<file path="config.mk">
export PLATFORM = sky130hd
export DESIGN_NAME = spf_dev_end_flat
export DESIGN_NICKNAME = d
export VERILOG_FILES = /design/src/spf_pkg.sv /design/src/spf_if.sv /design/src/spf_dev_end.sv /design/src/flat_wrapper.sv
export VERILOG_INCLUDE_DIRS = /design/src
export SDC_FILE = /design/constraint.sdc
export NUM_CORES = 1
export LEC_CHECK = 0
export BUFFER_PORTS_ARGS = -buffer_cell sky130_fd_sc_hd__clkbuf_2
export CAP_MARGIN = 5
export CORE_MARGIN = 4
export CORE_UTILIZATION = 49
export DETAILED_ROUTE_END_ITERATION = 6
export PLACE_DENSITY = 0.87
export SYNTH_ARGS = -nofsm -noshare
export SYNTH_HDL_FRONTEND = slang
export SYNTH_SLANG_ARGS = --single-unit
</file>
<file path="constraint.sdc">
create_clock -name mclk -period 5.1 [get_ports mclk]
set_clock_uncertainty 0.15 [all_clocks]
set_input_delay 1.275 -clock mclk [delete_from_list [all_inputs] [get_ports mclk]]
set_output_delay 1.275 -clock mclk [all_outputs]
set_load 0.01 [all_outputs]
</file>
<file path="src/spf_cfg.svh">
// Purpose: constants for the self-programming flash controller
// Assumes: one cpu clock, synchronous active-high reset
// Notes:   timing windows are in cpu cycles
`ifndef SPF_CFG_SVH
`define SPF_CFG_SVH
`define SPF_CMD_W          5
`define SPF_CMD_PGWRITE    5'h05
`define SPF_CMD_PGERASE    5'h03
`define SPF_CMD_BUFFILL    5'h01
`define SPF_CMD_LOCKWR     5'h09
`define SPF_CMD_APPREEN    5'h11
`define SPF_CMD_READBACK   5'h09
`define SPF_BIT_GO         0
`define SPF_BIT_LOCKSEL    3
`define SPF_BIT_READEN     4
`define SPF_BIT_APPBUSY    6
`define SPF_SPM_WINDOW     3'h4
`define SPF_LOAD_WINDOW    3'h5
`define SPF_PTR_FUSE_LO    16'h0000
`define SPF_PTR_LOCK       16'h0001
`define SPF_PTR_FUSE_HI    16'h0003
`define SPF_PROG_CYCLES    8'h20
`define SPF_LOCK_RESET     6'h3f
`endif

</file>
<file path="src/spf_pkg.sv">
// Purpose: types shared by both ends of the self-programming link
// Assumes: spf_cfg.svh holds the numeric constants
// Notes:   types only
package spf_pkg;
	typedef enum logic [1:0] {SPF_IDLE, SPF_ARMED, SPF_BUSY} spf_state_e;
	typedef enum logic [1:0] {SPF_OP_NONE, SPF_OP_STORE, SPF_OP_LOAD}
		spf_op_e;
	typedef logic [15:0] spf_ptr_t;
endpackage

</file>
<file path="src/spf_if.sv">
// Purpose: link between processor core and the flash self-program block
// Assumes: one clock, ops are one-cycle pulses
// Notes:   stall is combinational from the device
`timescale 1ns/1ps
interface spf_if;
	logic        ctl_wr;
	logic [7:0]  ctl_wdata;
	logic [7:0]  ctl_rdata;
	logic        store_op;
	logic        load_op;
	logic [15:0] ptr;
	logic [15:0] data_word;
	logic [7:0]  load_data;
	logic        load_special;
	logic        stall;
	modport dev (input ctl_wr, ctl_wdata, store_op, load_op, ptr, data_word,
		output ctl_rdata, load_data, load_special, stall);
	modport cpu (output ctl_wr, ctl_wdata, store_op, load_op, ptr, data_word,
		input ctl_rdata, load_data, load_special, stall);
endinterface

</file>
<file path="src/spf_dev_end.sv">
// Purpose: flash self-programming control register, arming windows and
//          fuse / lock readback
// Assumes: the core issues store/load ops as one-cycle pulses
// Notes:   flash array itself lives outside; wr_* pulses drive it
//
// How it works
// - page write armed by 00101, store within four
// - page address in pointer 14:7, low zero
// - page write ignores the data word registers
// - stall core during write, erase, lock write
// - go bit stays set until programming ends
// - core follows programming store with ones, nop; the core end issues neither and just waits out the stall
// - 10001 plus store clears app busy bit
// - app busy and read enable are inert
// - pointer 0001 readback returns lock bits
// - lock select and go auto-clear on expiry
// - disarmed load does an ordinary constant read
// - pointer 0000 returns low fuses
// - pointer 0003 returns high fuses
// - programmed reads zero, unprogrammed reads one
// - two independent boot lock pairs
// - boot lock 11 unprogrammed allows boot rewrite
// - keep interrupts off during page write
// - no application access while erasing or writing
// - pointer 15 ignored, page and word fields
// - eeprom write blocks programming and readback
`timescale 1ns/1ps
module spf_dev_end
	import spf_pkg::*;
(
	input  wire logic        mclk,
	input  wire logic        rst,
	spf_if.dev               link,
	input  wire logic        eeprom_busy,
	input  wire logic [5:0]  fuse_low_n,
	input  wire logic [6:0]  fuse_high_n,
	input  wire logic [7:0]  flash_const,
	output logic             wr_page,
	output logic             wr_erase,
	output logic             wr_buffer,
	output logic [7:0]       wr_page_sel,
	output logic [5:0]       wr_word_sel,
	output logic [15:0]      wr_data,
	output logic [5:0]       lock_bits,
	output logic             prog_busy
);
`include "spf_cfg.svh"
	spf_state_e  state_reg;
	spf_state_e  state_next;
	logic [4:0]  cmd_reg;
	logic [4:0]  cmd_next;
	logic [2:0]  win_reg;
	logic [2:0]  win_next;
	logic [7:0]  busy_cnt_reg;
	logic [7:0]  busy_cnt_next;
	logic        app_busy_reg;
	logic        app_busy_next;
	logic [5:0]  lock_next;
	logic [7:0]  load_next;

	// cycles left for the matching op once a command is armed
	function automatic logic [2:0] win_len(input logic [4:0] c);
		win_len = (c == `SPF_CMD_READBACK) ? `SPF_LOAD_WINDOW :
			`SPF_SPM_WINDOW;
	endfunction

	// commands whose store halts the core until the array is done
	function automatic logic is_timed(input logic [4:0] c);
		is_timed = (c == `SPF_CMD_PGWRITE) | (c == `SPF_CMD_PGERASE) |
			(c == `SPF_CMD_LOCKWR);
	endfunction

	// lowest window count at which a store still counts: the readback
	// code shares its window with the lock write, and a store gets one
	// cycle less than a load
	function automatic logic [2:0] st_floor(input logic [4:0] c);
		st_floor = (c == `SPF_CMD_READBACK) ? 3'h2 : 3'h1;
	endfunction

	wire idle  = (state_reg == SPF_IDLE);
	wire armed = (state_reg == SPF_ARMED);
	wire busy  = (state_reg == SPF_BUSY);
	wire act   = armed | busy;
	// eeprom write blocks any new arming
	wire arm = idle & link.ctl_wr & link.ctl_wdata[`SPF_BIT_GO] &
		~eeprom_busy;
	// ops count only while their window is open
	wire is_rb = armed & (win_reg != 3'h0) & link.load_op &
		(cmd_reg == `SPF_CMD_READBACK);
	wire is_st = armed & (win_reg >= st_floor(cmd_reg)) & link.store_op;
	wire st_take = is_st & ~eeprom_busy;
	wire timed_take = st_take & is_timed(cmd_reg);
	// last open cycle went by with no op, or eeprom got busy
	wire expire = armed & ~is_rb & ~st_take &
		((win_reg <= 3'h1) | eeprom_busy);
	wire busy_end = busy & (busy_cnt_reg == 8'h01);
	wire fill_take = st_take & (cmd_reg == `SPF_CMD_BUFFILL);
	wire lock_take = st_take & (cmd_reg == `SPF_CMD_LOCKWR);
	wire reen_take = st_take & (cmd_reg == `SPF_CMD_APPREEN);
	// page write leaves the data word out of the path
	wire [15:0] wdata_sel = (cmd_reg == `SPF_CMD_PGWRITE) ? 16'h0000 :
		link.data_word;

	// fuse levels are fixed after power-up, so no synchroniser is needed;
	// a programmed cell reads 0, unused positions read 1
	wire [7:0] fuse_lo = {fuse_low_n[5:4], 2'h3, fuse_low_n[3:0]};
	wire [7:0] fuse_hi = {fuse_high_n[6:4], 1'b1, fuse_high_n[3:0]};
	// bit 15 takes no part in any decode
	wire [15:0] ptr_eff = {1'b0, link.ptr[14:0]};
	wire [7:0] rb_sel =
		(ptr_eff == `SPF_PTR_LOCK)    ? {2'h3, lock_bits} :
		(ptr_eff == `SPF_PTR_FUSE_LO) ? fuse_lo :
		(ptr_eff == `SPF_PTR_FUSE_HI) ? fuse_hi : 8'hff;
	wire rb_ok = is_rb & ~eeprom_busy;
	// disarmed load reads plain program memory
	assign load_next = rb_ok ? rb_sel : flash_const;

	assign win_next = arm ? win_len(link.ctl_wdata[4:0]) :
		armed ? win_reg - 3'h1 : win_reg;
	assign busy_cnt_next = timed_take ? `SPF_PROG_CYCLES :
		busy ? busy_cnt_reg - 8'h01 : busy_cnt_reg;
	// app busy is set by a timed store and cleared by the re-enable
	// store; it gates nothing here and is kept for software
	assign app_busy_next = timed_take ? 1'b1 :
		reen_take ? 1'b0 : app_busy_reg;
	// only the two boot lock pairs move, each from its own field
	assign lock_next = lock_take ?
		lock_bits & {link.data_word[5:2], 2'h3} : lock_bits;

	always_comb begin
		state_next = state_reg;
		cmd_next = cmd_reg;
		case (state_reg)
			SPF_IDLE: begin
				if (arm) begin
					state_next = SPF_ARMED;
					cmd_next = link.ctl_wdata[4:0];
				end
			end
			SPF_ARMED: begin
				if (timed_take) begin
					state_next = SPF_BUSY;
				end else if (is_rb | st_take | expire) begin
					// readback done, untimed store taken or window lapsed: disarm
					state_next = SPF_IDLE;
					cmd_next = 5'h00;
				end
			end
			SPF_BUSY: begin
				if (busy_end) begin
					state_next = SPF_IDLE;
					cmd_next = 5'h00;
				end
			end
			default: begin
				state_next = SPF_IDLE;
				cmd_next = 5'h00;
			end
		endcase
	end

	// core halts for the whole timed operation
	assign link.stall = busy;
	assign prog_busy = busy;
	// go stays visible until the operation ends
	assign link.ctl_rdata = {1'b0, app_busy_reg, 1'b0, cmd_reg[4] & act,
		cmd_reg[3] & act, cmd_reg[2:1] & {2{act}}, act};

	always_ff @(posedge mclk) begin
		if (rst) begin
			state_reg <= SPF_IDLE;
			cmd_reg <= 5'h00;
			win_reg <= 3'h0;
			busy_cnt_reg <= 8'h00;
			app_busy_reg <= 1'b0;
		end else begin
			state_reg <= state_next;
			cmd_reg <= cmd_next;
			win_reg <= win_next;
			busy_cnt_reg <= busy_cnt_next;
			app_busy_reg <= app_busy_next;
		end
	end

	always_ff @(posedge mclk) begin
		if (rst) begin
			lock_bits <= `SPF_LOCK_RESET;
		end else begin
			lock_bits <= lock_next;
		end
	end

	// load result stands until the next load; the flag is one pulse
	always_ff @(posedge mclk) begin
		if (rst) begin
			link.load_data <= 8'h00;
			link.load_special <= 1'b0;
		end else begin
			link.load_special <= rb_ok;
			if (link.load_op) begin
				link.load_data <= load_next;
			end
		end
	end

	// array strobes; a lapsed window reaches none of them
	always_ff @(posedge mclk) begin
		if (rst) begin
			wr_page <= 1'b0;
			wr_erase <= 1'b0;
			wr_buffer <= 1'b0;
			wr_page_sel <= 8'h00;
			wr_word_sel <= 6'h00;
			wr_data <= 16'h0000;
		end else begin
			wr_page <= busy_end & (cmd_reg == `SPF_CMD_PGWRITE);
			wr_erase <= busy_end & (cmd_reg == `SPF_CMD_PGERASE);
			wr_buffer <= fill_take;
			if (st_take) begin
				wr_page_sel <= link.ptr[14:7];
				wr_word_sel <= link.ptr[6:1];
				wr_data <= wdata_sel;
			end
		end
	end
endmodule

</file>
<file path="src/flat_wrapper.sv">
// flat-port wrapper written by rule: the top's interface ports become plain ports
module spf_dev_end_flat import spf_pkg::*;
  (mclk, rst, eeprom_busy, fuse_low_n, fuse_high_n, flash_const, wr_page, wr_erase, wr_buffer, wr_page_sel, wr_word_sel, wr_data, lock_bits, prog_busy, link_ctl_wr, link_ctl_wdata, link_store_op, link_load_op, link_ptr, link_data_word, link_ctl_rdata, link_load_data, link_load_special, link_stall);
  spf_if link_i ();
  input  wire logic mclk;
  input  wire logic rst;
  input  wire logic eeprom_busy;
  input  wire logic [5:0] fuse_low_n;
  input  wire logic [6:0] fuse_high_n;
  input  wire logic [7:0] flash_const;
  output logic wr_page;
  output logic wr_erase;
  output logic wr_buffer;
  output logic [7:0] wr_page_sel;
  output logic [5:0] wr_word_sel;
  output logic [15:0] wr_data;
  output logic [5:0] lock_bits;
  output logic prog_busy;
  input wire logic [$bits(link_i.ctl_wr)-1:0] link_ctl_wr;
  input wire logic [$bits(link_i.ctl_wdata)-1:0] link_ctl_wdata;
  input wire logic [$bits(link_i.store_op)-1:0] link_store_op;
  input wire logic [$bits(link_i.load_op)-1:0] link_load_op;
  input wire logic [$bits(link_i.ptr)-1:0] link_ptr;
  input wire logic [$bits(link_i.data_word)-1:0] link_data_word;
  output wire logic [$bits(link_i.ctl_rdata)-1:0] link_ctl_rdata;
  output wire logic [$bits(link_i.load_data)-1:0] link_load_data;
  output wire logic [$bits(link_i.load_special)-1:0] link_load_special;
  output wire logic [$bits(link_i.stall)-1:0] link_stall;
  assign link_i.ctl_wr = link_ctl_wr;
  assign link_i.ctl_wdata = link_ctl_wdata;
  assign link_i.store_op = link_store_op;
  assign link_i.load_op = link_load_op;
  assign link_i.ptr = link_ptr;
  assign link_i.data_word = link_data_word;
  assign link_ctl_rdata = link_i.ctl_rdata;
  assign link_load_data = link_i.load_data;
  assign link_load_special = link_i.load_special;
  assign link_stall = link_i.stall;
  spf_dev_end u_core (.mclk(mclk), .rst(rst), .link(link_i), .eeprom_busy(eeprom_busy), .fuse_low_n(fuse_low_n), .fuse_high_n(fuse_high_n), .flash_const(flash_const), .wr_page(wr_page), .wr_erase(wr_erase), .wr_buffer(wr_buffer), .wr_page_sel(wr_page_sel), .wr_word_sel(wr_word_sel), .wr_data(wr_data), .lock_bits(lock_bits), .prog_busy(prog_busy));
endmodule
</file>
# --- After elaboration in Yosys (flattened, before gate mapping) ---
# Cells that the tools add are included.
# W data, S select, Z words.
totals:
  reg_bits: 67
  out_inout_bits: 58
  wordCells: 100
op_classes:
  n_addsub: 2
  magnitude_cmp: 2
  eq_ne: 16
  mux: 23
  bitwise: 33
  reduce_logical: 9
ops:
  columns: ["cell", "n"]
  rows:
  - ["$mux W8", 4]
  - ["$and A1 B1 Y1", 22]
  - ["$mux W5", 4]
  - ["$logic_not A16 Y1", 1]
  - ["$mux W16", 1]
  - ["$eq A15 B1 Y1 const B", 1]
  - ["$eq A15 B2 Y1 const B", 1]
  - ["$pmux W5 S3", 1]
  - ["$mux W6", 2]
  - ["$eq A5 B4 Y1 const B", 2]
  - ["$mux W2", 5]
  - ["$eq A8 B1 Y1 const B", 1]
  - ["$ne A2 B2 Y1 const B", 4]
  - ["$sub A8 B1 Y8 const B", 1]
  - ["$and A6 B6 Y6", 1]
  - ["$mux W3", 2]
  - ["$or A1 B1 Y1", 6]
  - ["$pmux W2 S3", 1]
  - ["$reduce_bool A2 Y1", 3]
  - ["$eq A5 B1 Y1 const B", 1]
  - ["$eq A5 B2 Y1 const B", 1]
  - ["$eq A5 B3 Y1 const B", 1]
  - ["$eq A5 B5 Y1 const B", 1]
  - ["$reduce_and A4 Y1", 1]
  - ["other kinds (13)", 17]

# --- Longest topological paths before layout ---
depth:
  word_depth: 13
  mapped_depth: 10

# --- Worst setup path after synthesis ---
# No wires, ideal clock.
synth_path:
  path_kind: "reg-to-reg"
  start: "register u_core.cmd_reg[1]"
  end: "register u_core.cmd_reg[2]"
  setup_ps: 117
  arrival_ps: 2660
  t_required_ps: 4833
  slack_ps: 2173
  path_stages_with_launch: 11
  path_cell_list: "dfxtp_1 -> clkbuf_1 -> nor3b_1 -> nand2_1 -> ha_1 -> or2b_2 -> a31oi_1 -> or3_1 -> or3b_1 -> buf_2 -> a32o_1"
synth_between:
  elab_chain_cells: 12
  word_cells_on_any_way: 22
  cone_classes: "order compare: 1; eq/ne: 5; mux: 1; bitwise: 14; reduce/logical: 1"
synth_rtl:
  columns: ["item", "line_no", "rtl"]
  rows:
  - ["from (decl)", "spf_dev_end.sv:50", "logic [4:0] cmd_reg;"]
  - ["from (signal assigned)", "spf_dev_end.sv:178", "cmd_reg <= cmd_next;"]
  - ["$eq A5 B4 Y1 (no line)", null, null]
  - ["$mux W2", "spf_dev_end.sv:77", "st_floor = (c == `SPF_CMD_READBACK) ? 3'h2 : 3'h1;"]
  - ["$ge A3 B3 Y1", "spf_dev_end.sv:90", "wire is_st = armed & (win_reg >= st_floor(cmd_reg)) & link.store_op;"]
  - ["$and A1 B1 Y1 (2 in series)", "spf_dev_end.sv:90", null]
  - ["$and A1 B1 Y1", "spf_dev_end.sv:91", "wire st_take = is_st & ~eeprom_busy;"]
  - ["$not A1 Y1", "spf_dev_end.sv:94", "wire expire = armed & ~is_rb & ~st_take &"]
  - ["$and A1 B1 Y1 (2 in series)", "spf_dev_end.sv:94", null]
  - ["$or A1 B1 Y1", "spf_dev_end.sv:143", "end else if (is_rb | st_take | expire) begin"]
  - ["$ne A2 B2 Y1 (no line)", null, null]
  - ["$reduce_and A4 Y1 (no line) (*)", null, null]
# Mark *: on every way between the ends. The rest lies on a longest branch, timed or not.
# A chain may end at the register's enable or synchronous reset.

==> results.md <==
* Cell Count, Final, Fillers Out at 528
* Dpl cells at 512
* First-pass GRT wire length at 12500 um
* Buffer count from post-CTS setup fixing at 0
* Die area at 0.00735 sq mm
* Max-cap violations at 0
* Met1 GRT Util at 24.7%
* Wire length per cell at 14.8 um
* Total Wirelength at 7820 um
* Type of the worst min-delay path: flop to flop
* RSZ-0062 raised after global routing: no
* Seq cells post-synth at 65
* Final period util at 67.8%
* CTS tree: done
* First drt pass iteration count at 5
* Adder-cell share of the synthesized area at 4.22%
* CP Class: primary input to flop
* Relative slew slack at 20.2%
* Row count at 28
* Pwr Total at 1.02 mW
* Die Wd at 85.8 um
* Largest reg by FF count: u_core.wr_data
* IO Pins at 125
* Largest vdd supply drop at 140 uV
* Clock transition at path regs at 70 ps
* Power density cells at 276 mW/mm^2
* Post-layout net count at 525
* Worst Tran Pin Value at 1200 ps
* Lkg Pwr at 1.56 nW
* Compound-Gate Fraction of Synth Area at 18.7%
* Post-Syn Area at 0.00296 sq mm
* Final Slew Violations at 0
* # fillers at 526
* Post-DP HPWL at 5890 um
* CTS Buf Count at 9
* Mux share of post-synthesis cell area at 1.06%
* Met2 GRT Util at 36.7%
* Fmax at 289 MHz
* Buffers on Ports at 116
* CP startpoint kind: primary input
* Part of the Yosys area used for sequential elements at 43.9%
* Share of cells above drive strength 1 at 32.9%
* Pin count of the biggest net entering global routing at 40
* H-tree level count at 3
* Share of synthesized registers carrying an async set or reset at 0%
* Initial DRC count at 250
* Ant diodes at 0
* ANT nets after route at 0
* Antenna violations before repair at 0
* Top cell type's share of synthesized area at 43.9%
* Status: finished clean
* Synth Warn # at 0
* GRT overflow at 0
* Post-synth top area cell: dfxtp_1
* Final core utilization at 62.6%
* Gpl congestion at 0.836
* Gr usage total at 21.4%
* Synth Area in XOR/XNOR at 2.66%
* Area of the multi-input gates at 0.00150 sq mm
* Main synth FF type: dfxtp_1
* Commonest non-fill, non-tap cell in the layout: clkbuf_2
* Max reg flops at 16
* Most frequent cells in the layout: clkbuf_2 (116), dfxtp_1 (65), nand2_1 (59)
* Clock Tree Root: clkbuf_8
* Critical path, cell by cell: clkbuf_2, inv_1, o31ai_1, nor3_1, a32o_1
* Maximum buffer depth of the clock tree at 2
* CP max FO at 39
* Die H at 85.8 um
* Post_cts resized at 0
* Core Region at 0.00589 sq mm
* Worst path required time at 5230 ps
* Synth cell types at 59
* WP data arrival at 3590 ps
* Final Hold Viols at 0
* Tmin final at 3460 ps
* DR DRC count at 0
* Avg Cell Area, Syn at 8.56 sq um
* Post-CTS Hold Buffers at 0
* Post-synth EDFFs at 0
* Clock sinks at 65
* Top post-synthesis cells by area: dfxtp_1 (44%), nand2_1 (7.5%), a21oi_1 (7.1%)
* Slowest CP cell: inv_1
* Setup violators final at 0
* Fin Setup TNS at 0 ps
* Area grow syn2layout at 24.4%
* Simple-gate share of the synthesized area at 23.4%
* Via density at 5.47
* CP endpoint kind: flop
* GR peak layer: met2
* Later-pin clock latency in the skew report at 340 ps
* Vias at 2886
* Register area at 0.00130 sq mm
* Vias in the first global route at 2692
* Largest family of logic cells by synthesized area: simple AND/OR/NAND/NOR gates
* Post-route cell area at 0.00368 sq mm
* Met3 track demand over resource at 5.00%
* DP Area at 0.00351 sq mm
* Initial core utilization at 50.3%
* Largest stage delay on the critical path at 680 ps
* Synth Instances at 346
==> cells by family after synthesis <==
family          count (synthesis)
compound gates                 86
xor+xnor                        9
fa+ha+maj                      10
buf+inv                        36
flops                          65
mux                             3
other cells                     2
simple gates                  135
==> metal layers <==
layer | wire, um | part of all wire [%]
met5 | 0 | 0
met2 | 3920 | 50
met1 | 3110 | 40
met4 | 247 | 3.2
met3 | 536 | 6.9
==> synth_stat cells, types with 4 or more instances <==
library cell	count
a21oi_1	42
and2_1	5
buf_4	7
clkbuf_1	18
dfxtp_1	65
ha_1	10
inv_1	9
nand2_1	59
nand3_1	21
nor2_1	15
nor3_1	5
o21ai_0	10
o221ai_1	4
o22ai_1	5
xnor2_1	6
==> stage by stage <==
step | hold WS, ps | setup WS [ps]
final | 302 | 1640
after global routing | 328 | 1430
after CTS | 304 | 1680
after detailed placement | 294 | 1330
after global placement | 288 | 1430
after floorplan | 293 | 2170
==> critical path, delay by kind of cell <==
kind / cells / cell delay, ps
simple gates: 1 / 560
buf+inv: 2 / 1120
compound gates: 2 / 610
==> final timing paths <==
check | slack, ps | cells past startpoint | startpoint | endpoint
setup / recovery | 1640 | 5 | rst | u_core.cmd_reg[4]
hold / removal | 300 | 2 | u_core.wr_data[0] | u_core.wr_data[0]
hold reg to reg | 300 | 2 | u_core.wr_data[0] | u_core.wr_data[0]
setup reg to reg | 1740 | 8 | u_core.cmd_reg[1] | u_core.cmd_reg[0]
==> layout make-up <==
type	instances	area share, %
clock buffer	13	4.31
multi-input combinational	247	40.7
clock inverter	3	0.407
inverter	9	0.917
sequential	65	35.3
timing repair buffer	116	15.8
tap	75	2.55
==> power by group <==
group	internal [mW]	switching [mW]
clock network	0.201	0.186
registers	0.518	0.00914
logic	0.0469	0.0556
total	0.766	0.251
(Power assumes the default switching activity.)
